### config.mk
export PLATFORM = sky130hd
export DESIGN_NAME = atm_timer
export DESIGN_NICKNAME = d
export VERILOG_FILES = /design/src/logic/atm_pkg.sv /design/src/logic/atm_timer.sv
export VERILOG_INCLUDE_DIRS = /design/src /design/src/logic
export SDC_FILE = /design/constraint.sdc
export NUM_CORES = 1
export LEC_CHECK = 0
export BUFFER_PORTS_ARGS = -buffer_cell sky130_fd_sc_hd__buf_2
export CAP_MARGIN = 10
export CORE_MARGIN = 1
export CORE_UTILIZATION = 50
export CTS_CLUSTER_SIZE = 10
export DETAILED_ROUTE_END_ITERATION = 12
export PLACE_DENSITY = 0.77
export SETUP_SLACK_MARGIN = 0.5
export SKIP_CTS_REPAIR_TIMING = 1
export SYNTH_ARGS = -nofsm -noshare
export SYNTH_HDL_FRONTEND = slang
export SYNTH_SLANG_ARGS = --single-unit
### constraint.sdc
create_clock -name clk -period 4.55 [get_ports clk]
set_clock_uncertainty 0.15 [all_clocks]
set_input_delay 0.455 -clock clk [delete_from_list [all_inputs] [get_ports clk]]
set_output_delay 0.455 -clock clk [all_outputs]
set_load 0.01 [all_outputs]
### src/logic/atm_map.svh
// register offsets, field positions, reset values and the unmapped read answer
// assumes inclusion by bare name from the package, the property module and the testbench
`ifndef ATM_MAP_SVH
`define ATM_MAP_SVH
// register word addresses
`define ATM_A_CTRL 8'h00
`define ATM_A_DIVIDER 8'h04
`define ATM_A_RELOAD 8'h08
`define ATM_A_STATUS 8'h0c
`define ATM_A_IRQEN 8'h10
`define ATM_A_CHMODE 8'h14
`define ATM_A_OUTEN 8'h18
`define ATM_A_FAULT 8'h1c
`define ATM_A_COUNT 8'h20
`define ATM_A_CC0 8'h24
// ctrl fields
`define ATM_C_RUN 0
`define ATM_C_DOWN 1
`define ATM_C_CENTER 2
`define ATM_C_ONESHOT 3
`define ATM_C_DMA 4
`define ATM_C_PWMIN 5
// fault register fields
`define ATM_F_MOE 8
`define ATM_F_FAULT_STOP_ENABLE 9
`define ATM_F_FAULT_INPUT_POLARITY 10
`define ATM_F_RUNOFF 11
`define ATM_F_IDLEOFF 12
// reset values
`define ATM_RST_RELOAD 16'hffff
`define ATM_RST_ZERO 16'h0000
// unmapped read answer
`define ATM_RD_NONE 32'h0000_0000
`endif

### src/logic/atm_pkg.sv
// types shared by the advanced timer compare/capture stage
// assumes atm_map.svh sits on the include path
package atm_pkg;
  `include "atm_map.svh"
  // compare mode codes
  typedef enum logic [2:0] {
    ATM_FREEZE, ATM_ACT_MATCH, ATM_INACT_MATCH, ATM_TOGGLE,
    ATM_FORCE_LO, ATM_FORCE_HI, ATM_PWM1, ATM_PWM2
  } atm_mode_type;
  // register bus request
  typedef struct packed {
    logic [7:0] addr;
    logic [31:0] wdata;
    logic wr;
    logic rd;
  } atm_bus_type;
  // per-channel config field
  typedef struct packed {
    logic [1:0] dir;
    atm_mode_type mode;
    logic [1:0] evdiv;
    logic edge_fall;
  } atm_chcfg_type;
endpackage

### src/logic/atm_timer.sv
// advanced timer: divider, counter, four capture/compare channels, dead-time outputs
// assumes synchronous inputs, one 200 MHz clock, software on a plain register port
//
// The placing of the registers and the address-and-strobe port were decided locally.
`timescale 1ns/100ps
// ==========================================
// Overview of operation
// - 16-bit divider clocks the main counter
// - divider value buffered while running
// - buffered values load on update event
// - four independent capture/compare channels
// - inputs filtered and edge detected first
// - capture copies main counter value
// - event divider per capture channel
// - capture sets flag, optional interrupt
// - eight compare modes per channel
// - match sets, clears or toggles output
// - flag gives interrupt or dma request
// - reload sets period, compare sets width
// - pwm1 active while counter below compare
// - pwm2 inactive while counter below compare
// - pwm input: ch1 feeds ch1, ch2
// - one shot stops counter at update
// - enables off gives inactive outputs
// - idle mode drives idle levels
// - polarity bit selects active level
// - fault input forces safe outputs
// - three pairs with dead-time
// - forced modes ignore compare, keep flags
module atm_timer #(
  parameter int CHANNELS = 4,
  parameter int FILTER_LEN = 2
) (
  input wire logic clk,
  input wire logic rst_n,
  input wire atm_pkg::atm_bus_type bus,
  output logic [31:0] rdata,
  input wire logic [3:0] ch_in,
  input wire logic fault_in,
  input wire logic clock_fail,
  output logic [3:0] ch_out,
  output logic [2:0] ch_out_n,
  output logic irq,
  output logic dma_req
);
  import atm_pkg::*;

  // ==========================================
  // registers
  logic [7:0] ctrl_q;
  logic [15:0] div_buf_q, div_act_q, div_cnt_q;
  logic [15:0] reload_buf_q, reload_act_q;
  logic [15:0] main_counter_q;
  logic dir_down_q;
  logic [3:0] flag_q, irqen_q;
  atm_chcfg_type [3:0] cfg_q;
  logic [3:0] out_en_q, comp_en_q, out_pol_q, comp_pol_q;
  logic [3:0] idle_lvl_q, comp_idle_q;
  logic [12:0] fault_q;
  logic [15:0] cc_q [4];
  logic [3:0] ref_q;
  logic [1:0] evcnt_q [4];
  logic [FILTER_LEN-1:0] filt_q [4];
  logic [3:0] stable_q, stable_old_q;
  logic [7:0] dt_cnt_q [3];
  logic moe_q;

  // ==========================================
  // decode
  wire wr_ctrl = bus.wr && bus.addr == `ATM_A_CTRL;
  wire wr_div = bus.wr && bus.addr == `ATM_A_DIVIDER;
  wire wr_rel = bus.wr && bus.addr == `ATM_A_RELOAD;
  wire wr_sts = bus.wr && bus.addr == `ATM_A_STATUS;
  wire wr_ien = bus.wr && bus.addr == `ATM_A_IRQEN;
  wire wr_mode = bus.wr && bus.addr == `ATM_A_CHMODE;
  wire wr_oen = bus.wr && bus.addr == `ATM_A_OUTEN;
  wire wr_flt = bus.wr && bus.addr == `ATM_A_FAULT;
  wire wr_cnt = bus.wr && bus.addr == `ATM_A_COUNT;
  wire run = ctrl_q[`ATM_C_RUN];
  wire center = ctrl_q[`ATM_C_CENTER];
  wire [7:0] dead_time_setting = fault_q[7:0];

  wire tick = run && (div_cnt_q == div_act_q);
  // counter ends of period
  wire at_top = main_counter_q >= reload_act_q;
  wire at_bot = main_counter_q == `ATM_RST_ZERO;
  wire up_mode = center ? !dir_down_q : !ctrl_q[`ATM_C_DOWN];
  // center turns: overrun one below reload going up, underrun at one going down
  wire turn_up = !dir_down_q && main_counter_q + 16'h0001 >= reload_act_q;
  wire turn_dn = dir_down_q && main_counter_q == 16'h0001;
  // update event on wrap, or on either turn in center mode
  wire update = tick && (center ? (turn_up || turn_dn) : (up_mode ? at_top : at_bot));

  // fault qualified by enable and polarity
  wire fault_hit = fault_q[`ATM_F_FAULT_STOP_ENABLE] &&
                   ((fault_in ^ fault_q[`ATM_F_FAULT_INPUT_POLARITY]) || clock_fail);

  always_ff @(posedge clk or negedge rst_n) begin
    if (!rst_n) begin
      div_cnt_q <= `ATM_RST_ZERO;
    end else if (!run || tick) begin
      div_cnt_q <= `ATM_RST_ZERO;
    end else begin
      div_cnt_q <= div_cnt_q + 16'h0001;
    end
  end

  always_ff @(posedge clk or negedge rst_n) begin
    if (!rst_n) begin
      div_act_q <= `ATM_RST_ZERO;
      reload_act_q <= `ATM_RST_RELOAD;
    end else if (update) begin
      div_act_q <= div_buf_q;
      reload_act_q <= reload_buf_q;
    end
  end

  always_ff @(posedge clk or negedge rst_n) begin
    if (!rst_n) begin
      main_counter_q <= `ATM_RST_ZERO;
      dir_down_q <= 1'b0;
    end else if (wr_cnt) begin
      main_counter_q <= bus.wdata[15:0];
    end else if (tick) begin
      if (center) begin
        if (turn_up) begin
          dir_down_q <= 1'b1;
        end else if (turn_dn) begin
          dir_down_q <= 1'b0;
        end
        main_counter_q <= dir_down_q ? main_counter_q - 16'h0001 : main_counter_q + 16'h0001;
      end else if (up_mode) begin
        main_counter_q <= at_top ? `ATM_RST_ZERO : main_counter_q + 16'h0001;
      end else begin
        main_counter_q <= at_bot ? reload_act_q : main_counter_q - 16'h0001;
      end
    end
  end

  // ==========================================
  // input path per channel
  // ch2 may take ch1 input, inverted edge
  function automatic logic pick_in(input logic [3:0] pins, input int ch, input logic pwmin);
    pick_in = (pwmin && ch == 1) ? pins[0] : pins[ch];
  endfunction

  logic [3:0] cap_edge, cap_fire, match;
  logic [3:0] ch_raw;
  always_comb begin
    for (int i = 0; i < 4; i++) begin
      ch_raw[i] = pick_in(ch_in, i, ctrl_q[`ATM_C_PWMIN]);
      cap_edge[i] = (stable_q[i] != stable_old_q[i]) &&
                    (stable_q[i] ^ cfg_q[i].edge_fall ^
                     (ctrl_q[`ATM_C_PWMIN] && i == 1));
      // fire when event count reaches divide
      cap_fire[i] = cap_edge[i] && cfg_q[i].dir != 2'b00 &&
                    evcnt_q[i] == cfg_q[i].evdiv;
      match[i] = cfg_q[i].dir == 2'b00 && main_counter_q == cc_q[i];
    end
  end

  // filter: level must hold FILTER_LEN+1 clocks
  always_ff @(posedge clk or negedge rst_n) begin
    if (!rst_n) begin
      for (int i = 0; i < 4; i++) begin
        filt_q[i] <= '0;
      end
      stable_q <= 4'h0;
      stable_old_q <= 4'h0;
    end else begin
      for (int i = 0; i < 4; i++) begin
        filt_q[i] <= {filt_q[i][FILTER_LEN-2:0], ch_raw[i]};
        if (&{filt_q[i], ch_raw[i]} || !(|{filt_q[i], ch_raw[i]})) begin
          stable_q[i] <= ch_raw[i];
        end
      end
      stable_old_q <= stable_q;
    end
  end

  always_ff @(posedge clk or negedge rst_n) begin
    if (!rst_n) begin
      for (int i = 0; i < 4; i++) begin
        cc_q[i] <= `ATM_RST_ZERO;
        evcnt_q[i] <= 2'h0;
      end
    end else begin
      for (int i = 0; i < 4; i++) begin
        if (cap_fire[i]) begin
          cc_q[i] <= main_counter_q;
        end else if (bus.wr && bus.addr == `ATM_A_CC0 + 8'(4 * i)) begin
          cc_q[i] <= bus.wdata[15:0];
        end
        if (cap_edge[i] && cfg_q[i].dir != 2'b00) begin
          evcnt_q[i] <= cap_fire[i] ? 2'h0 : evcnt_q[i] + 2'h1;
        end
      end
    end
  end

  // flags: hardware set wins over clear
  // forced modes still set flags on match
  always_ff @(posedge clk or negedge rst_n) begin
    if (!rst_n) begin
      flag_q <= 4'h0;
    end else begin
      flag_q <= (flag_q & ~(wr_sts ? ~bus.wdata[3:0] : 4'h0)) | cap_fire | (match & {4{tick}});
    end
  end

  // ==========================================
  // reference per mode
  logic [3:0] ref_d;
  always_comb begin
    for (int i = 0; i < 4; i++) begin
      case (cfg_q[i].mode)
        ATM_FREEZE: ref_d[i] = ref_q[i];
        ATM_ACT_MATCH: ref_d[i] = match[i] ? 1'b1 : ref_q[i];
        ATM_INACT_MATCH: ref_d[i] = match[i] ? 1'b0 : ref_q[i];
        ATM_TOGGLE: ref_d[i] = (match[i] && tick) ? !ref_q[i] : ref_q[i];
        ATM_FORCE_LO: ref_d[i] = 1'b0;
        ATM_FORCE_HI: ref_d[i] = 1'b1;
        ATM_PWM1: ref_d[i] = main_counter_q < cc_q[i];
        ATM_PWM2: ref_d[i] = !(main_counter_q < cc_q[i]);
        default: ref_d[i] = 1'b0;
      endcase
    end
  end

  always_ff @(posedge clk or negedge rst_n) begin
    if (!rst_n) begin
      ref_q <= 4'h0;
    end else begin
      ref_q <= ref_d;
    end
  end

  // ==========================================
  // dead-time: delay each rising edge of pair legs
  logic [2:0] out_leg, comp_leg;
  always_ff @(posedge clk or negedge rst_n) begin
    if (!rst_n) begin
      for (int i = 0; i < 3; i++) begin
        dt_cnt_q[i] <= 8'h00;
      end
    end else begin
      for (int i = 0; i < 3; i++) begin
        // restart as the reference changes, so the gap is exactly the setting
        if (ref_d[i] != ref_q[i]) begin
          dt_cnt_q[i] <= 8'h00;
        end else if (dt_cnt_q[i] < dead_time_setting) begin
          dt_cnt_q[i] <= dt_cnt_q[i] + 8'h01;
        end
      end
    end
  end

  always_comb begin
    for (int i = 0; i < 3; i++) begin
      out_leg[i] = ref_q[i] && dt_cnt_q[i] >= dead_time_setting;
      comp_leg[i] = !ref_q[i] && dt_cnt_q[i] >= dead_time_setting;
    end
  end

  // main output enable drops on fault
  always_ff @(posedge clk or negedge rst_n) begin
    if (!rst_n) begin
      moe_q <= 1'b0;
    end else if (fault_hit) begin
      moe_q <= 1'b0;
    end else if (wr_flt) begin
      moe_q <= bus.wdata[`ATM_F_MOE];
    end
  end

  // channel 3 has no pair and takes its reference straight
  wire [3:0] leg_all = {ref_q[3], out_leg};
  // output stage: polarity, enables, idle, fault
  logic [3:0] out_d;
  logic [2:0] out_n_d;
  always_comb begin
    for (int i = 0; i < 4; i++) begin
      out_d[i] = leg_all[i] && out_en_q[i];
      out_d[i] = out_d[i] ^ out_pol_q[i];
      // idle level when main enable low
      if (!moe_q) begin
        out_d[i] = idle_lvl_q[i];
      end
    end
    for (int i = 0; i < 3; i++) begin
      out_n_d[i] = (comp_leg[i] && comp_en_q[i]) ^ comp_pol_q[i];
      if (!moe_q) begin
        out_n_d[i] = comp_idle_q[i];
      end
    end
  end

  always_ff @(posedge clk or negedge rst_n) begin
    if (!rst_n) begin
      ctrl_q <= 8'h00;
    end else if (wr_ctrl) begin
      ctrl_q <= bus.wdata[7:0];
    end else if (update && ctrl_q[`ATM_C_ONESHOT]) begin
      ctrl_q[`ATM_C_RUN] <= 1'b0;
    end
  end

  // configuration registers
  always_ff @(posedge clk or negedge rst_n) begin
    if (!rst_n) begin
      div_buf_q <= `ATM_RST_ZERO;
      reload_buf_q <= `ATM_RST_RELOAD;
      irqen_q <= 4'h0;
      cfg_q <= '0;
      {comp_idle_q, idle_lvl_q, comp_pol_q, out_pol_q, comp_en_q, out_en_q} <= 24'h00_0000;
      fault_q <= 13'h0000;
    end else begin
      if (wr_div) div_buf_q <= bus.wdata[15:0];
      if (wr_rel) reload_buf_q <= bus.wdata[15:0];
      if (wr_ien) irqen_q <= bus.wdata[3:0];
      if (wr_mode) cfg_q <= bus.wdata[31:0];
      if (wr_oen) begin
        {comp_idle_q, idle_lvl_q, comp_pol_q, out_pol_q, comp_en_q, out_en_q} <= bus.wdata[23:0];
      end
      if (wr_flt) fault_q <= bus.wdata[12:0];
    end
  end

  // read mux, data one cycle after strobe
  logic [31:0] rd_d;
  always_comb begin
    case (bus.addr)
      `ATM_A_CTRL: rd_d = {24'h00_0000, ctrl_q};
      `ATM_A_DIVIDER: rd_d = {16'h0000, div_buf_q};
      `ATM_A_RELOAD: rd_d = {16'h0000, reload_buf_q};
      `ATM_A_STATUS: rd_d = {28'h000_0000, flag_q};
      `ATM_A_IRQEN: rd_d = {28'h000_0000, irqen_q};
      `ATM_A_CHMODE: rd_d = cfg_q;
      `ATM_A_OUTEN: rd_d = {8'h00, comp_idle_q, idle_lvl_q, comp_pol_q, out_pol_q,
                            comp_en_q, out_en_q};
      `ATM_A_FAULT: rd_d = {19'h0_0000, fault_q[12:9], moe_q, fault_q[7:0]};
      `ATM_A_COUNT: rd_d = {16'h0000, main_counter_q};
      8'h24: rd_d = {16'h0000, cc_q[0]};
      8'h28: rd_d = {16'h0000, cc_q[1]};
      8'h2c: rd_d = {16'h0000, cc_q[2]};
      8'h30: rd_d = {16'h0000, cc_q[3]};
      default: rd_d = `ATM_RD_NONE;
    endcase
  end

  // registered outputs
  always_ff @(posedge clk or negedge rst_n) begin
    if (!rst_n) begin
      rdata <= `ATM_RD_NONE;
      ch_out <= 4'h0;
      ch_out_n <= 3'h0;
    end else begin
      rdata <= bus.rd ? rd_d : `ATM_RD_NONE;
      ch_out <= out_d;
      ch_out_n <= out_n_d;
    end
  end

  assign irq = |(flag_q & irqen_q);
  assign dma_req = ctrl_q[`ATM_C_DMA] && |flag_q;
endmodule

# After elaboration in Yosys (flattened, before gate mapping)
# Index checks and enable logic that the tools add are counted.
dict set report word_totals {
  register_bits 338
  inputBits 50
  output_inout_bits 41
  wordCells 338
}
dict set report op_classes {
  addsub 10
  magnitude_cmp 12
  eq_ne 60
  mux 62
  bitwise 22
  reduce_logical 112
}
# op count
set ops {}
lappend ops {{$pmux 32 s13} 1}
lappend ops {{$mux 16} 16}
lappend ops {{$eq 16x16->1} 5}
lappend ops {{$lt 16x16->1} 4}
lappend ops {{$logic_and 1x1->1} 53}
lappend ops {{$eq 3x3->1 const B} 16}
lappend ops {{$mux 8} 6}
lappend ops {{$eq 8x6->1 const B} 5}
lappend ops {{$add 16x1->16 const B} 2}
lappend ops {{$eq 8x5->1 const B} 4}
lappend ops {{$ge 16x16->1} 2}
lappend ops {{$mux 32} 1}
lappend ops {{$reduce_bool 2->1} 15}
lappend ops {{$mux 1} 29}
lappend ops {{$add 8x1->8 const B} 3}
lappend ops {{$eq 3x2->1 const B} 8}
lappend ops {{$ge 8x8->1} 3}
lappend ops {{$lt 8x8->1} 3}
lappend ops {{$pmux 1 s8} 3}
lappend ops {{$eq 16x1->1 const B} 1}
lappend ops {{$eq 8x4->1 const B} 2}
lappend ops {{$logic_not 16->1} 1}
lappend ops {{$sub 16x1->16 const B} 1}
lappend ops {{$logic_not 1->1} 15}
lappend ops {{22 further kinds} 79}

# Longest topological paths before layout
# Gate-level depths: netlist of run 1.
dict set report logic_depth {
  ltp_word 9
  ltp_mapped 14
  depth_no_buf 13
}

# Least setup slack after synthesis of run 1
# No wires, ideal clock.
dict set report synth_path {
  path_kind {flip-flop to flip-flop}
  start {register main_counter_q[5]}
  end {register div_act_q[0]}
  setup_time_ns 0.125
  t_arrival_ns 3.249
  required_ns 4.275
  slack_ns 1.026
  stages_incl_launch_ff 15
  n_path_buf 2
  period_less_slack_ns 3.524
  path_cell_list {dfrtp_1 -> clkbuf_1 -> nand4_1 -> nor3_1 -> nand4_1 -> xnor2_1 -> ha_1 -> a21o_1 -> a21o_1 -> a21oi_1 -> o21ba_1 -> nand4_2 -> o311ai_4 -> buf_6 -> mux2_4}
}
dict set report synth_between {
  elab_chain_cells 6
  elab_cells_between_ends 11
  cone_classes {1 x add/sub; 2 x order compare; 1 x eq/ne; 2 x mux; 5 x reduce/logical}
}
# element line_no
set synth_lines {}
lappend synth_lines {{from (decl)} atm_timer.sv:53} ;# logic [15:0] main_counter_q;
lappend synth_lines {{from (signal assigned)} atm_timer.sv:120} ;# main_counter_q <= `ATM_RST_ZERO;
lappend synth_lines {{from (signal assigned)} atm_timer.sv:123} ;# main_counter_q <= bus.wdata[15:0];
lappend synth_lines {{from (signal assigned)} atm_timer.sv:131} ;# main_counter_q <= dir_down_q ? main_counter_q - 16'h0001 : main_counter_q + 16'h0001;
lappend synth_lines {{$add 16x1->16} atm_timer.sv:89} ;# wire turn_up = !dir_down_q && main_counter_q + 16'h0001 >= reload_act_q;
lappend synth_lines {{$ge 16x16->1} atm_timer.sv:89}
lappend synth_lines {{$logic_and 1x1->1} atm_timer.sv:89}
lappend synth_lines {{$logic_or 1x1->1} atm_timer.sv:92} ;# wire update = tick && (center ? (turn_up || turn_dn) : (up_mode ? at_top : at_bot));
lappend synth_lines {{$mux 1 (*)} atm_timer.sv:92}
lappend synth_lines {{$logic_and 1x1->1 (*)} atm_timer.sv:92}
lappend synth_lines {{to (signal assigned)} atm_timer.sv:110} ;# div_act_q <= `ATM_RST_ZERO;
lappend synth_lines {{to (signal assigned)} atm_timer.sv:113} ;# div_act_q <= div_buf_q;
lappend synth_lines {{to (decl)} atm_timer.sv:51} ;# logic [15:0] div_buf_q, div_act_q, div_cnt_q;
# Mark *: on every way between the ends. The rest lies on a longest branch, timed or not.
# A chain may end at the register's enable or synchronous reset.

# Final worst setup path of run 1
dict set report layout_path {
  start {register main_counter_q[0]}
  end {register div_act_q[15]}
}
# The elaborated chain is that of the path after synthesis.

==> impl_metrics.env, run 1 <==
export IMPL_root_buffer="clkbuf_16"
export IMPL_clk_pin_slew_ns=0.06
export IMPL_fin_util=0.578
export IMPL_cts_tree="built"
export IMPL_dr_wl_met2_mm=27.0
export IMPL_fin_crit_sh=0.842
export IMPL_grt_antenna_before_repair=1
export IMPL_cp_slowest_cell="dfrtp_1"
export IMPL_relSlewSlack=0.212
export IMPL_crit_cells=14
export IMPL_post_route_min_period_ns=3.83
export IMPL_p_leak_uw=0.0107
export IMPL_synth_top_family_by_area="compound AO/OA/AOI/OAI gates"
export IMPL_first_pass_iters=5
export IMPL_r2r_setup_slack_ns=0.72
export IMPL_crit_buf_inv=2
export IMPL_drt_met1_wl_mm=25.3
export IMPL_grt_pass1_wl_mm=92.7
export IMPL_highest_layer="met4"
export IMPL_io_buffers=90
export IMPL_fin_setup_tns_ns=0
export IMPL_yosysSeqAreaShare=0.435
export IMPL_slew_violations=0
export IMPL_final_area_um2=22000
export IMPL_synth_cell_types=72
export IMPL_grt_use_total=0.309
export IMPL_synthAdderAreaFrac=0.0823
export IMPL_ant_nets=0
export IMPL_syn_area_per_cell_um2=10.1
export IMPL_cap_viol_max_count=0
export IMPL_dpl_cell_count=2475
export IMPL_wl_mm=59.8
export IMPL_rsz0062_at_grt="no"
export IMPL_synth_edf_count=0
export IMPL_crit_chain="ha_1 -> inv_1 -> nor2_1 -> nand3_1 -> xnor2_1 -> ha_1 -> nand4_1 -> a21oi_1 -> o31a_1 -> o31ai_1 -> nand4_2 -> o311ai_4 -> buf_12 -> mux2_2"
export IMPL_synthCells=1919
export IMPL_rows=71
export IMPL_hold_ws_ns=0.00174
export IMPL_core_um2=38000
export IMPL_status="completed"
export IMPL_worstSetupPathType="reg2reg"
export IMPL_synthesis_area_um2=19500
export IMPL_die_area_um2=39700
export IMPL_gp_congestion=0.967
export IMPL_critPathCaptureType="register"
export IMPL_hold_viol_final=0
export IMPL_setup_violations=0
export IMPL_fp_dieH_um=199
export IMPL_r2r_worst_path_cells=14
export IMPL_hp_start="bus[24]"
export IMPL_grt_max_degree=111
export IMPL_synthSimpleGateAreaFrac=0.124
export IMPL_synth_compound_area_frac=0.150
export IMPL_vias_per_cell=6.31
export IMPL_finalNetCount=2201
export IMPL_critPathLaunchType="register"
export IMPL_place_area_um2=20600
export IMPL_cts_buffers=41
export IMPL_drc_errors=0
export IMPL_fp_dieW_um=199
export IMPL_area_delta_synth_final_pct=13.0
export IMPL_clock_sinks=337
export IMPL_rr_startpoint="main_counter_q[0]"
export IMPL_max_freq_ghz=0.261
export IMPL_crit_fanout=17
export IMPL_first_iter_violations=1772
export IMPL_crit_top_cell="ha_1"
export IMPL_ys_flop_type="dfrtp_1"
export IMPL_io_pins=91
export IMPL_critPathMaxStageDelay_ns=0.37
export IMPL_synthMuxAreaShare=0.122
export IMPL_cts_buffer_depth=3
export IMPL_p_per_area_nw_per_um2=560
export IMPL_syn_nets=2097
export IMPL_wl_per_cell_um=23.4
export IMPL_cp_required_ns=4.84
export IMPL_critPathCapture="div_act_q[15]"
export IMPL_hpwl_mm=42.4
export IMPL_overflow=0
export IMPL_cp_startpoint="main_counter_q[0]"
export IMPL_htreeDepth=2
export IMPL_start_util=0.512
export IMPL_asyncSetResetFlopFracSynth=1.00
export IMPL_yosysWarnings=0
export IMPL_met3_length_mm=5.09
export IMPL_crit_arrival_ns=4.12
export IMPL_timing_rr_end="div_act_q[15]"
export IMPL_clk_latency_ns=0.57
export IMPL_ys_seq_elements=337
export IMPL_worst_slew_pin_transition_ns=1.18
export IMPL_drive_gt1_frac=0.192
export IMPL_finalNonFillerCells=2556
export IMPL_synth_xor_area_share=0.0435
export IMPL_via_count=16100
export IMPL_hold_class="in2reg"
export IMPL_peakVddDrop_mv=0.323
export IMPL_grt_pass1_vias=16000
export IMPL_critical_path_top_delay_family="simple AND/OR/NAND/NOR gates"
[layout by cell type, fill, tap and decap left out, types with 9 or more instances in the layout]
| cell | instances |
|---|---|
| clkbuf_1 | 16 |
| a211oi_1 | 15 |
| nand3_1 | 34 |
| o211ai_1 | 21 |
| dfrtp_1 | 305 |
| o21a_1 | 10 |
| buf_2 | 89 |
| nand4_1 | 46 |
| mux2_4 | 29 |
| dfstp_2 | 32 |
| nor3_1 | 26 |
| nor2_1 | 125 |
| a222oi_1 | 11 |
| xnor2_1 | 32 |
| nor4_1 | 14 |
| mux2i_1 | 69 |
| o21ai_0 | 112 |
| dlygate4sd3_1 | 16 |
| xor2_1 | 62 |
| a21oi_1 | 92 |
| buf_4 | 53 |
| and2_1 | 9 |
| nand2_1 | 141 |
| a22oi_1 | 44 |
| and3_1 | 18 |
| ha_1 | 128 |
| a22o_1 | 14 |
| or3_1 | 16 |
| a21o_1 | 23 |
| nor2b_1 | 16 |
| clkbuf_16 | 41 |
| a31oi_1 | 28 |
| inv_1 | 114 |
| a221oi_1 | 32 |
| mux2_2 | 110 |
[per-stage QoR]
stage	total power, µW	worst slack [ns]
after global routing	13000	0.528
final	12300	0.719
after CTS	12200	0.666
after floorplan	7520	1.03
after global placement	8960	0.781
after detailed placement	9140	0.694
[logic make-up (layout without fill, tap and decap cells)]
family | count (synthesis) | count (layout)
AND/OR/NAND/NOR | 493 | 493
other | 0 | 1
AO/OA/AOI/OAI | 442 | 442
multiplexers | 208 | 208
buffers and inverters | 216 | 341
adder cells (fa/ha/maj) | 128 | 128
XOR/XNOR | 95 | 95
flip-flops | 337 | 337
[state kept, by name, summed over array words and instances, names as in the netlist, 12 cells and up]
name	cells
reload_act_q	16
rdata	32
reload_buf_q	16
div_cnt_q	16
div_buf_q	16
cc_q	64
fault_q	12
cfg_q	32
dt_cnt_q	24
div_act_q	16
main_counter_q	16
[Yosys cell counts, types with 7 or more instances]
master	number	share of area
o21ai_0	112	0.029
ha_1	128	0.082
and3_1	18	0.0058
and2_1	9	0.0029
nor2_1	127	0.025
a221oi_1	32	0.014
a21oi_1	92	0.024
nand3_1	34	0.0087
dfstp_2	32	0.043
o22ai_1	8	0.0026
xor2_1	62	0.028
dfrtp_1	305	0.39
a22oi_1	44	0.017
nor3_1	27	0.0069
nand2_1	142	0.027
mux2_4	29	0.022
mux2_2	110	0.064
mux2i_1	69	0.035
buf_1	7	0.0014
inv_1	114	0.022
a21o_1	23	0.0089
o211ai_1	21	0.0081
a22o_1	14	0.0063
clkbuf_1	86	0.017
nor2b_1	16	0.0051
nor4_1	15	0.0048
a222oi_1	11	0.0057
nand4_1	46	0.015
o21a_1	10	0.0039
xnor2_1	32	0.014
a211oi_1	15	0.0058
or3_1	16	0.0051
a31oi_1	28	0.0090
[per-layer routing]
metal,track usage,up-vias
li1,-,7169
met1,0.426,7991
met2,0.477,820
met3,0.0543,161
met4,0.140,0
met5,0,-
[where the power goes]
group,leakage [µW],switching [µW],internal [µW]
sequential,0.00422,628,3580
combinational,0.00587,3000,2060
clock,0.000576,1250,1770
total,0.0107,4890,7410
[cell type report]
type / instances / area (µm²)
Fill cell: 3243 / 16000
Multi-Input combinational cell: 1366 / 10200
Sequential cell: 337 / 8470
Clock buffer: 61 / 1140
Timing Repair Buffer: 162 / 1080
Tap cell: 511 / 639
Inverter: 115 / 432
Clock inverter: 3 / 47.5
Antenna cell: 1 / 2.50
[how the worst min path moves through the flow]
stage | depth (start not counted) | end
detailed placement | 0 | filt_q[1]
global placement | 0 | filt_q[1]
floorplan | 0 | cc_q[0]
finish | 2 | cfg_q[22]
CTS | 1 | stable_q[0]
global route | 2 | idle_lvl_q[2]
No activity file was read; power rests on OpenSTA's default activity.
==> run 2: changes to the inputs <==
Settings changed: ABC_AREA set to 1, PLACE_DENSITY 0.77 to 0.8.
Clock period 4.55 ns to 3.4 ns, I/O delays scaled along.
==> run 2 against run 1 <==
Net effect:
- maximum frequency is 18% higher
- register-to-register slack worse by 0.58 ns
- worst hold slack better by 0.0043 ns
- clock-buffer cell count stayed put
- setup slack worse by 0.58 ns
- sequential power is 27% higher
- sequential cell count stayed put
- routed wire length is 21% higher
- sequential share of layout area is 1.8 points lower
- total power is 33% higher
- critical path type unchanged
- largest power group unchanged
==> impl_metrics.env, run 2 <==
export IMPL_crit_arrival_ns=3.57
export IMPL_vias_per_cell=5.96
export IMPL_clk_latency_ns=0.59
export IMPL_p_leak_uw=0.0111
export IMPL_switching_share=0.408
export IMPL_combPwrFrac=0.408
export IMPL_cp_required_ns=3.71
export IMPL_synth_commonest_cells="nand2_1, inv_1, dfrtp_1"
export IMPL_hold_class="in2reg"
export IMPL_drive_gt1_frac=0.156
export IMPL_io_buffers=90
export IMPL_rsz0062_at_grt="yes"
export IMPL_critPathLaunchType="register"
export IMPL_regArea_um2=8480
export IMPL_hpwl_mm=52.1
export IMPL_core_um2=38600
export IMPL_wl_mm=72.2
export IMPL_switching_power_uw=6670
export IMPL_place_area_um2=20900
export IMPL_io_pins=91
export IMPL_fp_dieH_um=200
export IMPL_grt_use_total=0.363
export IMPL_fp_dieW_um=200
export IMPL_cap_viol_max_count=0
export IMPL_power_uw=16400
export IMPL_cts_buffer_depth=3
export IMPL_overflow=0
export IMPL_mostFrequentLayoutCell="nand2_1"
export IMPL_clock_sinks=337
export IMPL_cts_tree="built"
export IMPL_worst_slew_pin_transition_ns=0.938
export IMPL_critPathMaxStageDelay_ns=0.40
export IMPL_htreeDepth=2
export IMPL_r2r_worst_path_cells=18
export IMPL_yosys_area_top_type="dfrtp_1"
export IMPL_multiInputGateArea_um2=9600
export IMPL_internal_power_uw=9680
export IMPL_synthesis_area_um2=19500
export IMPL_crit_cells=18
export IMPL_largest_reg_flops=64
export IMPL_crit_buf_inv=4
export IMPL_finalNonFillerCells=3162
export IMPL_crit_fanout=11
export IMPL_drc_errors=0
export IMPL_nFillCells=3391
export IMPL_synth_cell_types=56
export IMPL_synth_edf_count=0
export IMPL_yosysWarnings=0
export IMPL_fin_crit_sh=0.958
export IMPL_wl_per_cell_um=22.8
export IMPL_finalNetCount=2797
export IMPL_start_util=0.507
export IMPL_ys_flop_type="dfrtp_1"
export IMPL_syn_area_per_cell_um2=8.01
export IMPL_cp_slowest_cell="dfrtp_2"
export IMPL_worstSetupPathType="reg2reg"
export IMPL_max_freq_ghz=0.307
export IMPL_relSlewSlack=0.374
export IMPL_synth_most_common_cell="nand2_1"
export IMPL_peakVddDrop_mv=0.590
export IMPL_synthCells=2440
export IMPL_grt_pass1_vias=17700
export IMPL_reg_top3="cc_q (64), cfg_q (32), rdata (32)"
export IMPL_area_delta_synth_final_pct=18.0
export IMPL_synth_top_area_frac=0.391
export IMPL_grt_max_degree=88
export IMPL_root_buffer="clkbuf_16"
export IMPL_final_area_um2=23100
export IMPL_dpl_cell_count=3044
export IMPL_setup_violations=0
export IMPL_top_register="cc_q"
export IMPL_yosysSeqAreaShare=0.434
export IMPL_asyncSetResetFlopFracSynth=1.00
export IMPL_p_per_area_nw_per_um2=709
export IMPL_post_route_min_period_ns=3.26
export IMPL_synth_area_leaders="dfrtp_1, nand2_1, ha_1"
export IMPL_hold_depth=3
export IMPL_critical_path_top_delay_family="simple AND/OR/NAND/NOR gates"
export IMPL_clk_pin_slew_ns=0.06
export IMPL_status="completed"
export IMPL_layout_common_cells="nand2_1, inv_1, dfrtp_1"
export IMPL_ant_nets=0
export IMPL_hold_viol_final=0
export IMPL_slew_violations=0
export IMPL_crit_chain="nand3_1 -> inv_1 -> nand2_1 -> nor2_1 -> inv_1 -> nor4_2 -> xor2_1 -> ha_1 -> a21oi_1 -> o21ai_0 -> a21oi_1 -> nand3_2 -> nand2_2 -> nand3_2 -> nand4_4 -> clkbuf_16 -> buf_8 -> o21ai_1"
export IMPL_critPathCaptureType="register"
export IMPL_first_iter_violations=2036
export IMPL_syn_nets=2618
export IMPL_via_count=18900
export IMPL_rows=72
export IMPL_clkPwrFrac=0.266
export IMPL_ys_seq_elements=337
export IMPL_grt_antenna_before_repair=2
export IMPL_grt_pass1_wl_mm=106
export IMPL_first_pass_iters=6
export IMPL_gp_congestion=1.03
export IMPL_die_area_um2=39900
export IMPL_cts_buffers=42
export IMPL_seqPwrFrac=0.326
==> run 2: cell count changes after synthesis, sizes merged, moves of 27 or more <==
cell	delta
a21oi	+76
xnor2	-30
nand2	+372
o221ai	+34
clkbuf	-47
buf	+27
a22oi	-42
mux2	-132
nor2	+33
o22ai	+36
nand3	+74
mux2i	-69
o21ai	+179
inv	+231
==> run 2: kinds of logic (layout without fill, tap and decap cells) <==
family | count (synthesis) | in the layout | share of synthesized area
and+or+nand+nor | 883 | 883 | 0.199
AOI/OAI and AO/OA | 599 | 599 | 0.173
buffers and inverters | 439 | 642 | 0.0873
DFF | 337 | 337 | 0.434
adders and majority gates | 128 | 128 | 0.0820
xor gates and xnor gates | 47 | 47 | 0.0211
muxes | 7 | 7 | 0.00403
other | 0 | 1 | 0
==> run 2: metal layers <==
layer / global-route usage / vias to the layer above / routed length [µm]
met3: 0.0727 / 241 / 7170
met2: 0.550 / 1093 / 31600
li1: - / 8499 / -
met4: 0.219 / 4 / 5050
met5: 0 / - / 28
met1: 0.480 / 9018 / 28400
==> run 2: through the flow <==
stage	util	hold slack, ns	setup WS (ns)	setup TNS, ns
2_1_floorplan	-	-0.106	0.473	0
3_3_place_gp	0.543	0.207	0.218	0
3_5_place_dp	0.543	0.217	0.165	0
4_1_cts	0.577	-0.359	0.122	0
5_1_grt	0.598	0.00155	-0.0915	-1.89
6_report	0.598	0.00606	0.141	0
==> run 2: tightest hold or removal path, cell delays in order <==
cell      delay, ns
buf_2          0.18
nand3_1        0.10
o221ai_1       0.07
==> run 2: worst paths after layout <==
check                                  start                 to  slack (ns)
setup / recovery           main_counter_q[0]       div_act_q[0]        0.14
hold / removal                       bus[12]           cc_q[42]       0.006
setup reg to reg           main_counter_q[0]       div_act_q[0]        0.14
hold reg to reg                  stable_q[3]    stable_old_q[3]        0.23
max in group asynchronous              rst_n  main_counter_q[5]        1.91
min in group asynchronous              rst_n      div_cnt_q[11]        0.19
==> run 2: power by group through the flow <==
stage	combinational [µW]	clock [µW]	sequential [µW]
finish	6680	4340	5330
global route	7450	4530	5410
detailed placement	6320	0	5360
floorplan	4140	0	5300
CTS	6370	4360	5300
global placement	6140	0	5320
==> run 2: final cells by class <==
cell class,instances,area share
Multi-Input combinational cell,1664,0.416
Sequential cell,337,0.368
Timing Repair Buffer,216,0.0725
Inverter,358,0.0586
Clock buffer,61,0.0508
Tap cell,518,0.0281
Clock inverter,7,0.00591
Antenna cell,1,0.000109
